`src/verilog/mdae_pkg.sv`:
```
// Alarm encoder constants, types and descriptor lookup
// How it works
// - Overvoltage: code 22, 3 blinks, hard latch
// - Start without main power: code 23, soft
// - Main power dip or low: code 25
// - Current-on deviation overflow: code 10, 4 blinks
// - Current on during overflow warning: code 12
// - Output short: code 20, 5 blinks, hard
// - Motor cable open: code 2D, hard
// - Gear resolution out of range: code 71
// - Sensor fault while running: code 28
// - Sensor fault at power-up: code 42
// - Shaft turning at init: code 43
// - Unsupported motor type: code 45
// - Stored data corrupt: code 41, 9 blinks
// - De-energising alarm cuts current, brake holds
// - Energised-class alarm keeps motor current on
// - Clear input or tool clears soft alarms
// - Codes 23, 20, 2D only on AC variant
// - Hard alarms clear only by power cycle
package mdae_pkg;

    localparam int unsigned CLK_PERIOD_NS = 10;
    localparam int unsigned BLINK_TICK_NS = 200_000_000;
    localparam int unsigned TICK_CYC_DFLT = BLINK_TICK_NS / CLK_PERIOD_NS;
    localparam logic [3:0]  PAUSE_TICKS   = 4'h4;

    localparam logic [15:0] GEAR_MIN      = 16'h0064;
    localparam logic [15:0] GEAR_MAX      = 16'h2710;
    localparam logic [15:0] ROTOR_RPM_MAX = 16'h000F;

    localparam logic [7:0] CODE_OVERVOLT = 8'h22;
    localparam logic [7:0] CODE_MAINOFF  = 8'h23;
    localparam logic [7:0] CODE_UNDERV   = 8'h25;
    localparam logic [7:0] CODE_DEV_ON   = 8'h10;
    localparam logic [7:0] CODE_DEV_OFF  = 8'h12;
    localparam logic [7:0] CODE_SHORT    = 8'h20;
    localparam logic [7:0] CODE_CABLE    = 8'h2D;
    localparam logic [7:0] CODE_OPDATA   = 8'h70;
    localparam logic [7:0] CODE_GEAR     = 8'h71;
    localparam logic [7:0] CODE_SNS_RUN  = 8'h28;
    localparam logic [7:0] CODE_SNS_INIT = 8'h42;
    localparam logic [7:0] CODE_ROTOR    = 8'h43;
    localparam logic [7:0] CODE_MTYPE    = 8'h45;
    localparam logic [7:0] CODE_STORE    = 8'h41;

    localparam logic [2:0] GRP_3 = 3'h3;
    localparam logic [2:0] GRP_4 = 3'h4;
    localparam logic [2:0] GRP_5 = 3'h5;
    localparam logic [2:0] GRP_7 = 3'h7;
    localparam logic [2:0] GRP_8 = 3'h0;
    localparam logic [2:0] GRP_9 = 3'h1;

    typedef enum {
        ALM_NONE, ALM_OVERVOLT, ALM_MAINOFF, ALM_UNDERV, ALM_DEV_ON,
        ALM_DEV_OFF, ALM_SHORT, ALM_CABLE, ALM_OPDATA, ALM_GEAR,
        ALM_SNS_RUN, ALM_SNS_INIT, ALM_ROTOR, ALM_MTYPE, ALM_STORE
    } mdae_alarm_t;

    typedef struct packed {
        logic supply_over;
        logic main_power_ok;
        logic logic_supply_ok;
        logic motion_start;
        logic main_undervolt;
        logic deviation_over;
        logic off_overflow_warn;
        logic short_det;
        logic cable_open;
        logic sensor_fault;
        logic motor_running;
        logic init_busy;
        logic motor_type_bad;
        logic store_corrupt;
        logic home_start;
        logic op_data_warn;
    } mdae_sense_t;

    typedef struct packed {
        logic       active;
        logic [7:0] code;
        logic [2:0] grp;
        logic [3:0] blinks;
        logic       resettable;
        logic       excite;
    } mdae_desc_t;

    function automatic mdae_desc_t mdae_desc(input mdae_alarm_t a);
        mdae_desc_t d;
        d = '0;
        d.active = 1'b1;
        case (a)
            ALM_OVERVOLT: d = '{1'b1, CODE_OVERVOLT, GRP_3, 4'h3, 1'b0, 1'b0};
            ALM_MAINOFF:  d = '{1'b1, CODE_MAINOFF, GRP_3, 4'h3, 1'b1, 1'b0};
            ALM_UNDERV:   d = '{1'b1, CODE_UNDERV, GRP_3, 4'h3, 1'b1, 1'b0};
            ALM_DEV_ON:   d = '{1'b1, CODE_DEV_ON, GRP_4, 4'h4, 1'b1, 1'b0};
            ALM_DEV_OFF:  d = '{1'b1, CODE_DEV_OFF, GRP_4, 4'h4, 1'b1, 1'b0};
            ALM_SHORT:    d = '{1'b1, CODE_SHORT, GRP_5, 4'h5, 1'b0, 1'b0};
            ALM_CABLE:    d = '{1'b1, CODE_CABLE, GRP_5, 4'h5, 1'b0, 1'b0};
            ALM_OPDATA:   d = '{1'b1, CODE_OPDATA, GRP_7, 4'h7, 1'b1, 1'b1};
            ALM_GEAR:     d = '{1'b1, CODE_GEAR, GRP_7, 4'h7, 1'b0, 1'b0};
            ALM_SNS_RUN:  d = '{1'b1, CODE_SNS_RUN, GRP_8, 4'h8, 1'b0, 1'b0};
            ALM_SNS_INIT: d = '{1'b1, CODE_SNS_INIT, GRP_8, 4'h8, 1'b0, 1'b0};
            ALM_ROTOR:    d = '{1'b1, CODE_ROTOR, GRP_8, 4'h8, 1'b0, 1'b0};
            ALM_MTYPE:    d = '{1'b1, CODE_MTYPE, GRP_8, 4'h8, 1'b0, 1'b0};
            ALM_STORE:    d = '{1'b1, CODE_STORE, GRP_9, 4'h9, 1'b0, 1'b0};
            default:      d = '0;
        endcase
        return d;
    endfunction : mdae_desc

endpackage : mdae_pkg

```
`src/verilog/mdae_blink.sv`:
```
// Alarm LED sequencer: N blinks then a pause, repeated
`timescale 1ns/1ps
module mdae_blink
    import mdae_pkg::*;
(
    input  wire logic       clk,
    input  wire logic       resetn,
    input  wire logic       tick,
    input  wire logic [3:0] count,
    output logic            led_r
);
    typedef enum {BL_IDLE, BL_ON, BL_OFF, BL_PAUSE} mdae_bl_t;

    mdae_bl_t   st_r;
    logic [3:0] cnt_r;

    always_ff @(posedge clk) begin
        if (!resetn) begin
            st_r  <= BL_IDLE;
            cnt_r <= 4'h0;
            led_r <= 1'b0;
        end else if (count == 4'h0) begin
            st_r  <= BL_IDLE;
            cnt_r <= 4'h0;
            led_r <= 1'b0;
        end else if (tick) begin
            case (st_r)
                BL_IDLE, BL_PAUSE: begin
                    if (st_r == BL_IDLE || cnt_r == PAUSE_TICKS) begin
                        st_r  <= BL_ON;
                        cnt_r <= 4'h1;
                        led_r <= 1'b1;
                    end else begin
                        cnt_r <= cnt_r + 4'h1;
                    end
                end
                BL_ON: begin
                    st_r  <= BL_OFF;
                    led_r <= 1'b0;
                end
                BL_OFF: begin
                    if (cnt_r >= count) begin
                        st_r  <= BL_PAUSE;
                        cnt_r <= 4'h1;
                    end else begin
                        st_r  <= BL_ON;
                        cnt_r <= cnt_r + 4'h1;
                        led_r <= 1'b1;
                    end
                end
                default: begin
                    st_r  <= BL_IDLE;
                    led_r <= 1'b0;
                end
            endcase
        end
    end
endmodule : mdae_blink

```
`src/verilog/mdae_top.sv`:
```
// Alarm detection, latching and coded reporting for the motor driver
`timescale 1ns/1ps
module mdae_top
    import mdae_pkg::*;
#(
    parameter logic        AC_VARIANT = 1'b1,
    parameter int unsigned TICK_CYC   = TICK_CYC_DFLT
)
(
    input  wire logic        clk,
    input  wire logic        resetn,
    input  wire mdae_sense_t sense,
    input  wire logic [15:0] gear_resolution,
    input  wire logic [15:0] shaft_speed_rpm,
    input  wire logic        alarm_clear_input,
    input  wire logic        tool_reset,
    input  wire logic        current_on,
    input  wire logic        brake_fitted,
    output logic             alarm_active,
    output logic [7:0]       alarm_code,
    output logic             alarm_group_bit2,
    output logic             alarm_group_bit1,
    output logic             alarm_group_bit0,
    output logic [3:0]       blink_count,
    output logic             motor_energise,
    output logic             brake_release,
    output logic             alarm_led
);

    mdae_alarm_t alm_r;
    mdae_alarm_t alm_nxt;
    mdae_alarm_t cand;
    mdae_desc_t  desc_r;
    mdae_desc_t  desc_nxt;
    logic        pwrup_r;
    logic        clr_d_r;
    logic        con_d_r;
    logic        clr_req;
    logic        con_rise;
    logic        gear_bad;
    logic        energise_r;
    logic        brake_rel_r;
    logic [31:0] tick_cnt_r;
    logic        tick_r;

    // Edge and power-up tracking
    always_ff @(posedge clk) begin
        if (!resetn) begin
            clr_d_r <= 1'b0;
            con_d_r <= 1'b0;
            pwrup_r <= 1'b1;
        end else begin
            clr_d_r <= alarm_clear_input;
            con_d_r <= current_on;
            pwrup_r <= 1'b0;
        end
    end

    assign clr_req  = (alarm_clear_input & ~clr_d_r) | tool_reset;
    assign con_rise = current_on & ~con_d_r;
    assign gear_bad = (gear_resolution < GEAR_MIN) ||
                      (gear_resolution > GEAR_MAX);

    // Fault priority, most severe first
    always_comb begin
        cand = ALM_NONE;
        if (sense.supply_over)
            cand = ALM_OVERVOLT;
        else if (AC_VARIANT && sense.short_det)
            cand = ALM_SHORT;
        else if (AC_VARIANT && sense.cable_open)
            cand = ALM_CABLE;
        else if (sense.store_corrupt)
            cand = ALM_STORE;
        else if (sense.motor_type_bad)
            cand = ALM_MTYPE;
        else if (sense.sensor_fault && sense.init_busy)
            cand = ALM_SNS_INIT;
        else if (sense.init_busy && shaft_speed_rpm >= ROTOR_RPM_MAX)
            cand = ALM_ROTOR;
        else if (sense.sensor_fault && sense.motor_running)
            cand = ALM_SNS_RUN;
        else if (pwrup_r && gear_bad)
            cand = ALM_GEAR;
        else if (sense.main_undervolt)
            cand = ALM_UNDERV;
        else if (AC_VARIANT && sense.motion_start &&
                 !sense.main_power_ok && sense.logic_supply_ok)
            cand = ALM_MAINOFF;
        else if (con_rise && sense.off_overflow_warn)
            cand = ALM_DEV_OFF;
        else if (current_on && sense.deviation_over)
            cand = ALM_DEV_ON;
        else if (sense.home_start && sense.op_data_warn)
            cand = ALM_OPDATA;
    end

    always_comb begin
        alm_nxt = alm_r;
        if (alm_r == ALM_NONE)
            alm_nxt = cand;
        // only soft alarms clear, new event wins
        else if (clr_req && desc_r.resettable)
            alm_nxt = cand;
    end

    assign desc_nxt = mdae_desc(alm_nxt);

    always_ff @(posedge clk) begin
        if (!resetn) begin
            alm_r  <= ALM_NONE;
            desc_r <= '0;
        end else begin
            alm_r  <= alm_nxt;
            desc_r <= desc_nxt;
        end
    end

    always_ff @(posedge clk) begin
        if (!resetn) begin
            energise_r  <= 1'b0;
            brake_rel_r <= 1'b0;
        end else begin
            energise_r  <= current_on &
                           (~desc_nxt.active | desc_nxt.excite);
            brake_rel_r <= brake_fitted & current_on &
                           (~desc_nxt.active | desc_nxt.excite);
        end
    end

    // Blink rate divider
    always_ff @(posedge clk) begin
        if (!resetn) begin
            tick_cnt_r <= 32'h0;
            tick_r     <= 1'b0;
        end else if (tick_cnt_r >= 32'(TICK_CYC - 1)) begin
            tick_cnt_r <= 32'h0;
            tick_r     <= 1'b1;
        end else begin
            tick_cnt_r <= tick_cnt_r + 32'h1;
            tick_r     <= 1'b0;
        end
    end

    mdae_blink u_blink (
        .clk    (clk),
        .resetn (resetn),
        .tick   (tick_r),
        .count  (desc_r.blinks),
        .led_r  (alarm_led)
    );

    assign alarm_active     = desc_r.active;
    assign alarm_code       = desc_r.code;
    assign alarm_group_bit2 = desc_r.grp[2];
    assign alarm_group_bit1 = desc_r.grp[1];
    assign alarm_group_bit0 = desc_r.grp[0];
    assign blink_count      = desc_r.blinks;
    assign motor_energise   = energise_r;
    assign brake_release    = brake_rel_r;

    // Coded group lines as one field
    logic [2:0] grp_lines;
    assign grp_lines = {alarm_group_bit2, alarm_group_bit1, alarm_group_bit0};
endmodule : mdae_top

```
`config.mk`:
```
export PLATFORM = sky130hd
export DESIGN_NAME = mdae_top
export DESIGN_NICKNAME = d
export VERILOG_FILES = /design/src/verilog/mdae_pkg.sv /design/src/verilog/mdae_blink.sv /design/src/verilog/mdae_top.sv
export SDC_FILE = /design/constraint.sdc
export NUM_CORES = 1
export LEC_CHECK = 0
export BUFFER_PORTS_ARGS = -buffer_cell sky130_fd_sc_hd__buf_2
export CAP_MARGIN = 15
export CORE_MARGIN = 1
export CORE_UTILIZATION = 45
export DETAILED_ROUTE_END_ITERATION = 8
export GPL_ROUTABILITY_DRIVEN = 0
export GPL_TIMING_DRIVEN = 0
export PLACE_DENSITY_LB_ADDON = 0.05
export SLEW_MARGIN = 10
export SYNTH_ARGS = -nofsm -noshare
export SYNTH_HDL_FRONTEND = slang
export SYNTH_SLANG_ARGS = --single-unit
```
`constraint.sdc`:
```
create_clock -name clk -period 3.7 [get_ports clk]
set_input_delay 0.185 -clock clk [delete_from_list [all_inputs] [get_ports clk]]
set_output_delay 0.185 -clock clk [all_outputs]
set_load 0.01 [all_outputs]
```
==> impl_metrics.toml, run 1 <==
[status]
status = "completed"

[sta]
hold_violations = 0
tns_ns = 0
fin_skew_ns = 0.01229
drv_slew = 0
rsz0062_at_grt = "false"
tightestPinTransition_ns = 0.7734
setup_violations = 0
fmax_ghz = 0.3000
fin_crit_sh_pct = 90.09
slew_headroom_pct = 47.88
holdWs_ns = 0.07216
postLayoutSetupSlackWorst_ns = 0.3667
period_needed_ns = 3.333

[clock_tree]
path_clk_slew_ns = 0.08
cts_tree = "yes"
clk_path_buf_depth = 2
cts-buffers-inserted = 9
post-cts-setup-buffer-count = 0
worstSkewPairLatency_ns = 0.35
cts_hold_buf = 0
htreeDepth = 3
root_buffer = "clkbuf_8"
cts-resized-gates = 0
cts.sinks = 90

[power_and_ir_drop]
power.internal_mw = 1.695
switching_share_pct = 32.86
leakage_nw = 1.927
power.density_nw_per_um2 = 542.3
p_comb_share_pct = 30.9
clkPwrFrac_pct = 25.8
ir_drop_v = 0.0002613
p_seq_share_pct = 43.4
power_switching_mw = 0.8294

[global_route]
grt_max_degree = 16
grt_pass1_vias = 2887
grt.total_usage_pct = 17.95
grt_pass1_wl_mm = 12.65
antenna_found_initial = 0
grt_overflow = 0

[route]
ant_nets = 0
drtIter0Drc = 178
totalWireLength_mm = 7.572
vias_per_cell = 5.049
vias = 3196
drc = 0
drt_pre_antenna_iters = 4
drt-wirelength-per-cell_um = 11.96

[setup_path]
crit_path_end = "alarm_active"
critPathCaptureType = "register"
regToRegStartpoint = "alm_r[4]"
rr_worst_depth = 11
worstPathRequired_ns = 3.95
rrSetupSlack_ns = 0.41
crit_path_start = "gear_resolution[15]"
critPathArrivalTime_ns = 3.59
cp_max_fo = 6
worstSetupStartpointType = "input pin"
worstSetupPathType = "input pin to register"
reg2reg_to = "grp_lines[0]"

[logic_synthesis]
synth_top_area_cell = "dfxtp_1"
synth_top_area_share_pct = 45.70
synth_async_sr_flop_share_pct = 0
synth-edff-count = 0
synth.area.top_cells = "dfxtp_1, ha_1, nor2_1"
ys_warn_count = 0
yosysUniqueCellTypes = 56
syn_area_sq_um = 3943
netlist_instances = 435
ys_seq_area_share_pct = 45.70
ys_ff_latch = 90
syn_area_per_cell_sq_um = 9.063
synth_ff_type = "dfxtp_1"

[min_path]
hold_path.class = "input pin to register"
hold_path.startpoint = "alarm_clear_input"

[place]
dpl.hpwl_mm = 5.737
post-place-ws_ns = 0.01684
io_buffers = 71
post_dp_cell_area_sq_um = 4463

[cells_and_area]
layout_common_cells = "dfxtp_1, buf_2, nor2_1"
fin_nets = 598
final_cell_area_sq_um = 4654
area_growth_pct = 18.06
drive_above_1_share_pct = 21.78
n_antenna_cell = 0
final_common_cell = "dfxtp_1"

[job]
cap_viol_max_count = 0

[floorplanning]
row_count = 33
initial_core_util_pct = 47.27
die_h_um = 95.60
coreArea_sq_um = 8341
io_pins = 73
die_w_um = 95.60
dieArea_sq_um = 9139
-- critical path, cell delays in order --
cell and delay (ns):
buf_2 0.10, or4_4 0.54, or4_4 0.53, o211ai_2 0.18
a21boi_0 0.18, o311ai_0 0.38, a311oi_1 0.15, o22ai_1 0.52
inv_1 0.18, ha_1 0.27, nand2_1 0.11, nor2_1 0.05
a211oi_1 0.21
-- layout make-up --
class | count | area, sq um
timing repair buffer | 71 | 355.3
multi-input combinational | 315 | 1988
inverter | 16 | 60.06
fill | 785 | 3686
clock buffer | 9 | 123.9
sequential | 90 | 1802
clock inverter | 6 | 67.56
buffer | 21 | 126.4
tap | 105 | 131.4
-- metal layers --
metal	vias up	wire [um]	part of all wire (%)	track usage, %
met1	1444	3821	50	23.48
met5	-	0	0	0
met4	0	74	0.98	6.343
li1	1674	-	-	-
met2	72	3313	44	27.86
met3	6	364	4.8	5.502
-- synth_stat cells, types with 7 or more instances --
cell and number:
dfxtp_1 90, nor2_1 56, and2_1 30, nand2_1 28
ha_1 20, nand3_1 20, inv_1 15, a21oi_1 13
nor4_1 13, buf_4 12, xnor2_1 12, nor3_1 11
xor2_1 11, o21ai_0 8, clkbuf_1 7, nand4_1 7
-- sequential cells by signal (all words and copies together) (netlist names), 2 cells and up --
register and count:
alm_r 32, u_blink.st_r 2, blink_count 2, grp_lines 2, u_blink.cnt_r 4, alarm_code 7
tick_cnt_r 32
-- how the worst min path moves through the flow --
stage / endpoint / slack [ns] / cells past startpoint
finish: clr_d_r / 0.07 / 2
global route: clr_d_r / 0.05 / 2
CTS: clr_d_r / 0.05 / 2
detailed placement: clr_d_r / 0.42 / 2
global placement: clr_d_r / 0.42 / 2
floorplan: brake_release / 0.30 / 2
-- metrics by stage --
step / util, % / power [mW] / cells
CTS: 55.81 / 2.557 / 633
detailed placement: 53.51 / 1.897 / 618
floorplan: - / 1.669 / 442
global placement: 53.42 / 1.882 / 618
finish: 55.81 / 2.524 / 633
global route: 55.81 / 2.702 / 633
-- kinds of logic after synthesis --
| logic type | synth area share (%) |
|---|---|
| DFF | 45.70 |
| and+or+nand+nor | 25.45 |
| other | 0.09512 |
| buffers and inverters | 4.729 |
| xor gates and xnor gates | 5.109 |
| adders and majority gates | 6.347 |
| muxes | 0.2539 |
| AOI/OAI and AO/OA | 12.31 |
-- power by group through the flow --
stage	Combinational (mW)	Sequential, mW	Clock, mW
3_5_place_dp	0.778	1.12	0
2_1_floorplan	0.552	1.12	0
6_report	0.779	1.09	0.650
3_3_place_gp	0.768	1.11	0
4_1_cts	0.781	1.10	0.679
5_1_grt	0.871	1.11	0.725
Note: power is estimated with default switching activity, not from simulation.
==> run 2: changes to the inputs <==
GPL_TIMING_DRIVEN = not set   (was 0)
==> impl_metrics.toml, run 2 (same netlist as run 1, synthesis figures left out) <==
[cells_and_area]
multi_input_area_sq_um = 1981
fin_nets = 583
final_common_cell = "dfxtp_1"
layout_common_cells = "dfxtp_1, buf_2, nor2_1"
n_fill_cell = 814
final_cell_area_sq_um = 4552
seqCellArea_sq_um = 1802
area_growth_pct = 15.46
drive_above_1_share_pct = 20.62
n_antenna_cell = 0
utilization_pct = 54.58

[status]
status = "completed"

[sta]
fmax_ghz = 0.3322
tns_ns = 0
slew_headroom_pct = 49.91
tightestPinTransition_ns = 0.7495
hold_violations = 0
fin_skew_ns = 0.01436
drv_slew = 0
fin_crit_sh_pct = 81.35
rsz0062_at_grt = "false"
setup_violations = 0
period_needed_ns = 3.010

[power_and_ir_drop]
power.density_nw_per_um2 = 537.4
power.internal_mw = 1.616
ir_drop_v = 0.0002099
p_seq_share_pct = 44.6
power.total_mw = 2.446
leakage_nw = 1.864
power_switching_mw = 0.8299
clkPwrFrac_pct = 24.8
p_comb_share_pct = 30.7
switching_share_pct = 33.93

[clock_tree]
cts_hold_buf = 0
cts-resized-gates = 0
cts-buffers-inserted = 9
htreeDepth = 3
cts_tree = "yes"
clk_path_buf_depth = 2
root_buffer = "clkbuf_8"
worstSkewPairLatency_ns = 0.36
cts.sinks = 90
path_clk_slew_ns = 0.09
post-cts-setup-buffer-count = 0

[route]
drc = 0
totalWireLength_mm = 7.552
vias_per_cell = 5.089
vias = 3150
drt_pre_antenna_iters = 4
drtIter0Drc = 104
ant_nets = 0
drt-wirelength-per-cell_um = 12.20

[setup_path]
worstPathRequired_ns = 3.97
crit_path_end = "grp_lines[0]"
worstSetupStartpointType = "register"
critPathCaptureType = "register"
crit_path_start = "alm_r[4]"
rrSetupSlack_ns = 0.69
reg2reg_to = "grp_lines[0]"
cp_max_fo = 10
critPathArrivalTime_ns = 3.28
regToRegStartpoint = "alm_r[4]"
worstSetupPathType = "register to register"
rr_worst_depth = 12

[floorplanning]
dieArea_sq_um = 9139
row_count = 33
die_w_um = 95.60
coreArea_sq_um = 8341
die_h_um = 95.60
initial_core_util_pct = 47.27
io_pins = 73

[global_route]
grt_pass1_vias = 2920
grt.total_usage_pct = 18.28
grt_overflow = 0
grt_max_degree = 29
antenna_found_initial = 0
grt_pass1_wl_mm = 12.97

[place]
io_buffers = 71
dpl.hpwl_mm = 5.626
post_dp_cell_area_sq_um = 4374

[job]
cap_viol_max_count = 0

[min_path]
hold_path.class = "input pin to register"
[run 2: per-stage QoR]
step / worst slack, ns / hold slack (ns) / cells
floorplan: 0.5786 / 0.3012 / 442
global placement: 0.5029 / 0.4187 / 603
detailed placement: 0.3853 / 0.4212 / 603
CTS: 0.6699 / 0.04821 / 619
global route: 0.5073 / 0.05615 / 619
finish: 0.6901 / 0.05646 / 619
[run 2: cell type report]
type                            instances  share of cell area (%)
Inverter                               16                   1.319
Multi-Input combinational cell        315                   43.51
Clock inverter                          6                   1.100
Timing Repair Buffer                   77                   8.796
Sequential cell                        90                   39.58
Tap cell                              105                   2.886
Clock buffer                           10                   2.804
[run 2: critical path: stages (launching register included)]
cell      delay (ns)
dfxtp_1         0.31
nor4_1          0.33
nand4_1         0.22
o31ai_2         0.25
buf_4           0.18
nand2b_1        0.10
or4b_4          0.56
nand2_2         0.14
inv_2           0.12
ha_1            0.26
a211oi_2        0.16
a31oi_1         0.06
a41oi_1         0.22
[run 2: how the worst min path moves through the flow]
stage	start	end	slack, ns	depth (start not counted)
detailed placement	alarm_clear_input	clr_d_r	0.42	2
global placement	alarm_clear_input	clr_d_r	0.42	2
CTS	alarm_clear_input	clr_d_r	0.05	2
floorplan	brake_fitted	brake_release	0.30	2
global route	alarm_clear_input	clr_d_r	0.06	2
finish	alarm_clear_input	clr_d_r	0.06	2
[run 2: power by group through the flow]
stage	registers [mW]	clock network, mW	logic [mW]
finish	1.09	0.606	0.751
global route	1.10	0.674	0.854
CTS	1.09	0.627	0.755
detailed placement	1.11	0	0.750
global placement	1.11	0	0.745
floorplan	1.12	0	0.552
[run 2: layer usage]
layer  GRT usage (%)  wire length [um]  up-vias
met1           23.98              3823     1411
met5               0                 0        -
met2           29.17              3203       83
met4           5.846               102        0
met3           4.864               422        7
li1                -                 -     1649
